$ cat config.mk
export PLATFORM = sky130hd
export DESIGN_NAME = tmc_core
export DESIGN_NICKNAME = d
export VERILOG_FILES = /design/src/rtl/tmc_pkg.sv /design/src/rtl/tmc_sync.sv /design/src/rtl/tmc_edge.sv /design/src/rtl/tmc_core.sv
export VERILOG_INCLUDE_DIRS = /design/src /design/src/rtl
export SDC_FILE = /design/constraint.sdc
export NUM_CORES = 1
export LEC_CHECK = 0
export ABC_CLOCK_PERIOD_IN_PS = 5700
export CORE_ASPECT_RATIO = 1.25
export CORE_MARGIN = 2
export CORE_UTILIZATION = 55
export CTS_BUF_LIST = sky130_fd_sc_hd__clkbuf_4
export DETAILED_ROUTE_END_ITERATION = 10
export DONT_BUFFER_PORTS = 1
export HOLD_SLACK_MARGIN = 0.12
export PLACE_DENSITY = 0.7
export RECOVER_POWER = 25
export SLEW_MARGIN = 20
export SYNTH_ARGS = -nofsm -noshare
export SYNTH_HDL_FRONTEND = slang
export SYNTH_SLANG_ARGS = --single-unit
$ cat constraint.sdc
create_clock -name clk -period 5.7 [get_ports clk]
set_input_delay 1.14 -clock clk [delete_from_list [all_inputs] [get_ports clk]]
set_output_delay 1.14 -clock clk [all_outputs]
set_load 0.03 [all_outputs]
$ cat src/rtl/tmc_defs.svh
// Constants for the timer mode-control block
`ifndef TMC_DEFS_SVH
`define TMC_DEFS_SVH
`define TMC_MODE_W 5
`define TMC_CNT_W 8
`define TMC_CNT_RST 8'h00
`define TMC_PER_RST 8'hFF
`define TMC_GRP_FREE 2'h0
`define TMC_GRP_ONE 2'h1
`define TMC_GRP_MONO 2'h2
`define TMC_SYNC_STAGES 2
`define TMC_EDGE_SPACING 6
`define TMC_LEVEL_HOLD 3
`define TMC_RESUME_DLY 2
`endif

$ cat src/rtl/tmc_pkg.sv
// Types shared by the timer mode-control block
package tmc_pkg;
  // Operating mode group from the upper mode bits
  typedef enum logic [1:0] {
    TMC_FREE,
    TMC_ONESHOT,
    TMC_MONO,
    TMC_RSVD
  } tmc_group_t;
  // Control inputs bundled together
  typedef struct packed {
    logic [4:0] mode;
    logic en;
    logic debug;
  } tmc_ctrl_t;
  // Status outputs bundled together
  typedef struct packed {
    logic [7:0] count;
    logic en_clear;
    logic match;
    logic running;
  } tmc_stat_t;
endpackage

$ cat src/rtl/tmc_sync.sv
// Two-flop synchroniser for one level
`timescale 1ns/1ps
module tmc_sync (
  input wire logic clk,
  input wire logic srst,
  input wire logic tick,
  input wire logic din,
  output logic dout
);
  logic meta; // First stage, read only by dout
  logic next_meta;
  logic next_dout;
  // Shift only on timer clock ticks
  always_comb begin
    next_meta = meta;
    next_dout = dout;
    if (tick) begin
      next_meta = din;
      next_dout = meta;
    end
  end
  // Register stages
  always_ff @(posedge clk) begin
    if (srst) begin
      meta <= 1'b0;
      dout <= 1'b0;
    end else begin
      meta <= next_meta;
      dout <= next_dout;
    end
  end
endmodule

$ cat src/rtl/tmc_edge.sv
// Edge detector on a synchronised level, one timer tick deep
`timescale 1ns/1ps
module tmc_edge (
  input wire logic clk,
  input wire logic srst,
  input wire logic tick,
  input wire logic din,
  output logic rise,
  output logic fall
);
  logic prev; // Level one timer tick earlier
  logic next_prev;
  // Capture the level each tick
  always_comb begin
    next_prev = tick ? din : prev;
  end
  // Register the delayed copy
  always_ff @(posedge clk) begin
    if (srst) begin
      prev <= 1'b0;
    end else begin
      prev <= next_prev;
    end
  end
  // Edges are only meaningful on a tick
  assign rise = tick & din & ~prev;
  assign fall = tick & ~din & prev;
endmodule

$ cat src/rtl/tmc_core.sv
// Mode control and counter for an 8-bit period timer with hardware limit
`timescale 1ns/1ps
`include "tmc_defs.svh"
module tmc_core #(
  parameter int CNT_W = `TMC_CNT_W
) (
  input wire logic clk,
  input wire logic srst,
  input wire logic tmr_tick,
  input wire tmc_pkg::tmc_ctrl_t ctrl,
  input wire logic ext_reset_trigger_in,
  input wire logic period_we,
  input wire logic [CNT_W-1:0] period_wdata,
  output logic [CNT_W-1:0] count_value,
  output logic [CNT_W-1:0] period_value,
  output logic en_clear,
  output logic period_match,
  output logic running
);
  import tmc_pkg::*;

  // Timing model: every timer action except a period write happens on a clk edge that carries
  // tmr_tick, so the counter, the synchronisers and the edge detector all
  // step together and stand still between ticks.
  // The enable bit and the pin are both two ticks late by the time the
  // mode logic sees them; software must allow for that latency when it
  // expects a start or stop to take effect.
  // Ticks and clk share one domain, so no handshake is needed between them.
  // Counting width is a parameter; the mode codes are fixed at five bits.

  // Decoded mode fields
  tmc_group_t grp;
  logic [2:0] sub;
  // Synchronised enable and input, plus edges
  logic en_s;
  logic ers_raw;
  logic ers_s;
  logic rise_raw;
  logic fall_raw;
  logic rise;
  logic fall;
  // Counter state
  logic [CNT_W-1:0] next_count;
  logic [CNT_W-1:0] next_period;
  logic armed; // Set once the starting event has been seen
  logic next_armed;
  logic done; // One-shot or monostable cycle finished
  logic next_done;
  logic [1:0] hold; // Resume delay after an edge reset
  logic [1:0] next_hold;
  logic next_en_clear;
  logic next_match;
  logic next_running;
  // Combinational mode results
  logic start_ev;
  logic reset_ev;
  logic gate;
  logic valid;
  logic oneshot;
  logic edge_rst;

  // Upper bits pick the group, lower bits the variant
  assign grp = tmc_group_t'(ctrl.mode[4:3]);
  assign sub = ctrl.mode[2:0];

  // Enable bit and pin pass two timer-clock stages
  // The pin is asynchronous to clk; the enable bit gets the same stages
  // so that both reach the mode logic with equal delay.
  tmc_sync u_sync_en (
    .clk(clk),
    .srst(srst),
    .tick(tmr_tick),
    .din(ctrl.en),
    .dout(en_s)
  );
  tmc_sync u_sync_ers (
    .clk(clk),
    .srst(srst),
    .tick(tmr_tick),
    .din(ext_reset_trigger_in),
    .dout(ers_raw)
  );

  // Debug masks the trigger so no edge or level change of it takes effect
  assign ers_s = ers_raw; // Level still read; edges masked below
  tmc_edge u_edge (
    .clk(clk),
    .srst(srst),
    .tick(tmr_tick),
    .din(ers_s),
    .rise(rise_raw),
    .fall(fall_raw)
  );
  // Mask after the detector so prev keeps tracking the pin in debug
  assign rise = rise_raw & ~ctrl.debug;
  assign fall = fall_raw & ~ctrl.debug;

  // Decode start, reset and gate conditions per mode
  // start_ev arms a cycle, reset_ev clears a running count, gate lets an
  // armed count step; valid drops for reserved codes so the counter parks.
  // Levels are masked in debug as well as edges, so a level-reset mode
  // counts freely while debugging instead of freezing at zero.
  always_comb begin
    start_ev = 1'b0;
    reset_ev = 1'b0;
    gate = 1'b1;
    valid = 1'b1;
    oneshot = 1'b0;
    edge_rst = 1'b0;
    case (grp)
      // Free-running: count runs, the pin gates or resets it
      TMC_FREE: begin
        start_ev = 1'b1;
        case (sub)
          3'h0: gate = 1'b1;
          3'h1: gate = ctrl.debug | ers_s;
          3'h2: gate = ctrl.debug | ~ers_s;
          3'h3: reset_ev = rise | fall;
          3'h4: reset_ev = rise;
          3'h5: reset_ev = fall;
          3'h6: reset_ev = ~ctrl.debug & ~ers_s;
          3'h7: reset_ev = ~ctrl.debug & ers_s;
          default: valid = 1'b0;
        endcase
      end
      // One-shot: a match clears enable and parks the count
      TMC_ONESHOT: begin
        oneshot = 1'b1;
        case (sub)
          3'h0: start_ev = 1'b1;
          3'h1: start_ev = rise;
          3'h2: start_ev = fall;
          3'h3: start_ev = rise | fall;
          3'h4: begin
            start_ev = rise;
            reset_ev = rise;
            edge_rst = 1'b1;
          end
          3'h5: begin
            start_ev = fall;
            reset_ev = fall;
            edge_rst = 1'b1;
          end
          3'h6: begin
            start_ev = rise;
            reset_ev = ~ctrl.debug & ~ers_s;
          end
          3'h7: begin
            start_ev = fall;
            reset_ev = ~ctrl.debug & ers_s;
          end
          default: valid = 1'b0;
        endcase
      end
      // Monostable: stops at zero on match, enable left set except in level codes 6 and 7
      TMC_MONO: begin
        case (sub)
          3'h1: start_ev = rise;
          3'h2: start_ev = fall;
          3'h3: start_ev = rise | fall;
          3'h6: begin
            oneshot = 1'b1;
            start_ev = ~ctrl.debug & ers_s;
            reset_ev = ~ctrl.debug & ~ers_s;
          end
          3'h7: begin
            oneshot = 1'b1;
            start_ev = ~ctrl.debug & ~ers_s;
            reset_ev = ~ctrl.debug & ers_s;
          end
          default: valid = 1'b0;
        endcase
      end
      // Upper bits 11: every code reserved
      default: valid = 1'b0;
    endcase
  end

  // Counter, arming and completion control, one step per timer tick
  // Priority, highest first: stopped or reserved, finished cycle, hardware
  // reset of an armed count, free-running reset, waiting to arm, resume
  // delay, and last the normal count step.
  // Free-running modes never wait to arm: the first enabled tick already
  // counts, and a closed gate holds the count from that very first tick.
  // Period writes land between ticks too; a write that lowers the period
  // below the running count lets the counter run up to the top and wrap.
  always_comb begin
    next_count = count_value;
    next_period = period_value;
    next_armed = armed;
    next_done = done;
    next_hold = hold;
    next_en_clear = 1'b0;
    next_match = 1'b0;
    next_running = running;
    // Period loads at once, tick or not
    if (period_we) begin
      next_period = period_wdata;
    end
    if (tmr_tick) begin
      next_running = 1'b0;
      if (!valid || !en_s) begin
        // Stopped; a fresh start event is required after re-enable
        next_armed = 1'b0;
        next_done = 1'b0;
        next_hold = 2'h0;
      end else if (done) begin
        // Finished one-shot or monostable stays at zero
        next_count = '0;
        // Only an edge monostable may leave the finished state on an edge
        if (grp == TMC_MONO && !oneshot && start_ev) begin
          next_done = 1'b0;
          next_armed = 1'b1;
        end
      end else if (reset_ev && armed) begin
        // Hardware limit reset of a running count
        next_count = '0;
        if (edge_rst) begin
          next_hold = 2'(`TMC_RESUME_DLY - 1);
        end
        // Level resets disarm; a fresh start event is needed afterwards
        if (!edge_rst && grp != TMC_FREE) begin
          next_armed = 1'b0;
        end
      end else if (reset_ev && grp == TMC_FREE) begin
        // Free-running hardware limit: edge or level clears the count
        next_count = '0;
      end else if (!armed && grp != TMC_FREE) begin
        // Waiting for the start event; the arming tick itself does not
        // count, so the first step comes on the tick after the start
        if (start_ev && !(reset_ev && !edge_rst)) begin
          next_armed = 1'b1;
        end
      end else if (hold != 2'h0) begin
        // Resume delay after an edge reset; the count stays at zero
        next_hold = hold - 2'h1;
      end else if (gate) begin
        // Normal count step, or wrap and report on period match
        next_running = 1'b1;
        if (count_value == period_value) begin
          next_count = '0;
          next_match = 1'b1;
          if (oneshot) begin
            next_done = 1'b1;
            next_en_clear = 1'b1;
            next_running = 1'b0;
          end else if (grp == TMC_MONO) begin
            next_done = 1'b1;
            next_running = 1'b0;
          end
        end else begin
          next_count = count_value + 1'b1;
        end
      end
    end
  end

  // Register the counter state; reset defines count and period
  // Reset also clears the arming and resume state so a new mode starts
  // from a clean slate, whatever the previous mode left behind.
  always_ff @(posedge clk) begin
    if (srst) begin
      count_value <= `TMC_CNT_RST;
      period_value <= `TMC_PER_RST;
      armed <= 1'b0;
      done <= 1'b0;
      hold <= 2'h0;
      en_clear <= 1'b0;
      period_match <= 1'b0;
      running <= 1'b0;
    end else begin
      count_value <= next_count;
      period_value <= next_period;
      armed <= next_armed;
      done <= next_done;
      hold <= next_hold;
      en_clear <= next_en_clear;
      period_match <= next_match;
      running <= next_running;
    end
  end
endmodule

==> impl_metrics.py <==
metrics = {
    "detailed_routing": {
        "dr.pass1.iters": 4,
        "drc": 0,
        "vias": 1716,
        "ant_nets": 0,
        "drt_wl_total_mm": 4.34,
        "viasPerCell": 6.38,
        "wire_per_inst_microns": 16.1,
        "first_iter_violations": 97,
    },
    "hold_path": {
        "min_path_type": "register to register",
        "min_path_cells": 2,
        "hold_end": "hold[0]$_SDFFE_PP0P_",
        "worstHoldStart": "hold[0]$_SDFFE_PP0P_",
    },
    "setup_path": {
        "worstReg2RegStart": "u_sync_ers.dout$_SDFFE_PP0P_",
        "r2r_end": "count_value[4]$_SDFFE_PP0P_",
        "end_kind": "register",
        "required_ns": 5.96,
        "crit_arrival_ns": 3.33,
        "critical_path_class": "input pin to register",
        "cp_max_fo": 12,
        "reg2reg_slack_ns": 3.08,
        "start_kind": "input pin",
        "path_cells": "inv_1, ha_1, nor3_1, a2111oi_4, nand2_1, nor3_1, nand4_1, o221ai_1",
        "slowest_stage": "a2111oi_4",
        "worstRegToRegCells": 7,
        "slowest_delay_ns": 0.61,
        "crit_top_cell": "nor3_1",
    },
    "finish": {
        "fill_cells": 346,
        "nets": 257,
        "seq_area_sq_um": 561,
        "multi_input_area_sq_um": 1280,
        "area_delta_synth_final_pct": 1.97,
        "final_cells": 269,
        "layout-drive-gt1-share": 0.0609,
        "diodes": 0,
        "fin_area_sq_um": 2010,
    },
    "clock_network": {
        "ctsHoldBuffers": 0,
        "cts_tree": "done",
        "post_cts_buffers": 0,
        "cts_htree_levels": 1,
        "cts_buffers": 3,
        "clockBufferDepth": 2,
        "clock_sinks": 28,
        "path_clk_slew_ns": 0.15,
        "insertion_delay_ns": 0.33,
        "cts-root-buf": "clkbuf_4",
        "cts_resized": 0,
    },
    "logic_synthesis": {
        "netlist.area_leader.share": 0.285,
        "synth_area_sq_um": 1970,
        "yosysSeqAreaShare": 0.285,
        "synth_area_leaders": "dfxtp_1 (28%), mux2i_1 (8.1%), nand2_1 (5.1%)",
        "synthFlopType": "dfxtp_1",
        "synth_edf_count": 0,
        "synth_cell_types": 55,
        "synth_largest_area_cell": "dfxtp_1",
        "synth_most_common_cell": "dfxtp_1",
        "synth_nets": 265,
        "ys_async_sr_fraction": 0,
        "syn_area_per_cell_sq_um": 8.24,
        "yosysWarningCount": 0,
        "ys_ff_latch": 28,
        "syn_inst": 239,
        "synth_common_cells": "dfxtp_1 (28), nand2_1 (27), nor2_1 (20), mux2i_1 (16), inv_1 (15)",
    },
    "global_routing": {
        "grt_max_degree": 21,
        "grt_pass1_wl_mm": 7.39,
        "grt-ovfl-total": 0,
        "grt_antenna_before_repair": 0,
        "grt_pass1_vias": 1645,
        "grtUsageTotal": 0.223,
    },
    "timing": {
        "rsz0062_at_grt": "false",
        "max_slew_margin": 0.504,
        "setup_viol_count_final": 0,
        "finalCritPeriodShare": 0.539,
        "hold_viol": 0,
        "period_minus_slack_ns": 3.07,
        "skew_ns": 0.00156,
        "tns_ns": 0,
        "tightest_slew_ns": 0.738,
        "slew_violations": 0,
        "clock.fmax_mhz": 326,
    },
    "placed_design": {
        "dp_cells": 265,
        "placed_area_sq_um": 1960,
        "numPortBuffers": 0,
        "hpwl_mm": 3.29,
        "place.gp.congestion": 0.883,
    },
    "power_and_ir_drop": {
        "p_per_area_nw_per_um2": 259,
        "leakagePower_nw": 0.742,
        "ir_drop_uv": 235,
    },
    "floorplanning": {
        "dieHeight_microns": 70.9,
        "fp-row-count": 24,
        "num_io_pins": 39,
        "design.die.area_sq_um": 4080,
        "fp.coreArea_sq_um": 3450,
        "start_util": 0.570,
        "die_w_microns": 57.5,
    },
    "run": {
        "max_cap_viol_count": 0,
    },
    "run_status": {
        "status": "complete, no violations",
    },
}
## state kept, by name (all words and copies together) (netlist names)
| signal | flops |
|---|---|
| u_sync_ers.dout | 1 |
| count_value | 8 |
| armed | 1 |
| period_value | 8 |
| running | 1 |
| period_match | 1 |
| hold | 2 |
| u_sync_en.dout | 1 |
| en_clear | 1 |
| done | 1 |
| u_sync_ers.meta | 1 |
| u_sync_en.meta | 1 |
| u_edge.prev | 1 |
## cell usage in the layout (no fill, tap or decap), types with 2 or more instances in the layout
cell,count
nand4_1,4
a31oi_1,7
nor3b_1,2
nand4b_1,2
clkbuf_4,3
nand2_1,27
nor2b_1,5
a21boi_0,2
nand2b_1,7
nor4bb_1,2
a211oi_1,3
o22ai_1,2
nand3_1,11
inv_1,15
o211ai_1,3
nand3b_1,2
or3_1,3
nor4b_2,2
o221ai_1,7
o21ai_0,4
nor2_1,20
or4_1,2
ha_1,6
dfxtp_1,28
a21oi_1,4
nor3_1,6
mux2i_1,16
xnor2_1,10
## cell families (layout without fill, tap and decap cells)
logic type | count (synthesis) | after routing | share of synthesized area
and+or+nand+nor | 103 | 103 | 0.288
AOI/OAI and AO/OA | 47 | 47 | 0.199
buffers and inverters | 29 | 20 | 0.0642
DFF | 28 | 28 | 0.285
muxes | 16 | 16 | 0.0813
xor gates and xnor gates | 10 | 10 | 0.0445
adders and majority gates | 6 | 6 | 0.0381
## through the flow
step | utilization | setup WS (ns) | total power [mW] | hold WS [ns]
global placement | 0.566 | 2.34 | 0.393 | 0.447
global route | 0.582 | 2.39 | 0.547 | 0.500
CTS | 0.582 | 2.66 | 0.525 | 0.481
finish | 0.582 | 2.63 | 0.519 | 0.475
floorplan | - | 2.64 | 0.379 | 0.435
detailed placement | 0.566 | 2.31 | 0.395 | 0.461
## critical path: cells and delay by family
kind / cells / cell delay, ns
AO/OA/AOI/OAI: 2 / 0.71
buffers and inverters: 1 / 0.06
AND/OR/NAND/NOR: 4 / 1.01
adder cells (fa/ha/maj): 1 / 0.41
## metal layers
layer / track usage / up-vias / part of all wire
li1: - / 850 / -
met1: 0.251 / 812 / 0.41
met2: 0.405 / 48 / 0.52
met3: 0.0402 / 6 / 0.047
met4: 0.0879 / 0 / 0.019
met5: 0 / - / 0
## worst max path at each step
stage	startpoint	to	slack (ns)	depth (start not counted)
after floorplan	ctrl[6]	hold[1]$_SDFFE_PP0P_	2.64	9
after global placement	ctrl[5]	count_value[2]$_SDFFE_PP0P_	2.34	8
after detailed placement	ctrl[5]	hold[1]$_SDFFE_PP0P_	2.31	8
after CTS	ctrl[5]	count_value[2]$_SDFFE_PP0P_	2.66	8
after global routing	ctrl[5]	count_value[2]$_SDFFE_PP0P_	2.39	8
final	ctrl[5]	count_value[2]$_SDFFE_PP0P_	2.63	8
## layout make-up
class / count / share of cell area
sequential: 28 / 0.279
tap: 39 / 0.0243
inverter: 15 / 0.0280
clock inverter: 1 / 0.0150
timing repair buffer: 1 / 0.00374
clock buffer: 3 / 0.0112
multi-input combinational: 182 / 0.639
## power breakdown
part,internal (mW),total [mW],switching (mW)
Combinational,0.0480,0.0917,0.0437
Sequential,0.218,0.297,0.0785
Clock,0.0711,0.131,0.0599
Note: power is estimated with default switching activity, not from simulation.
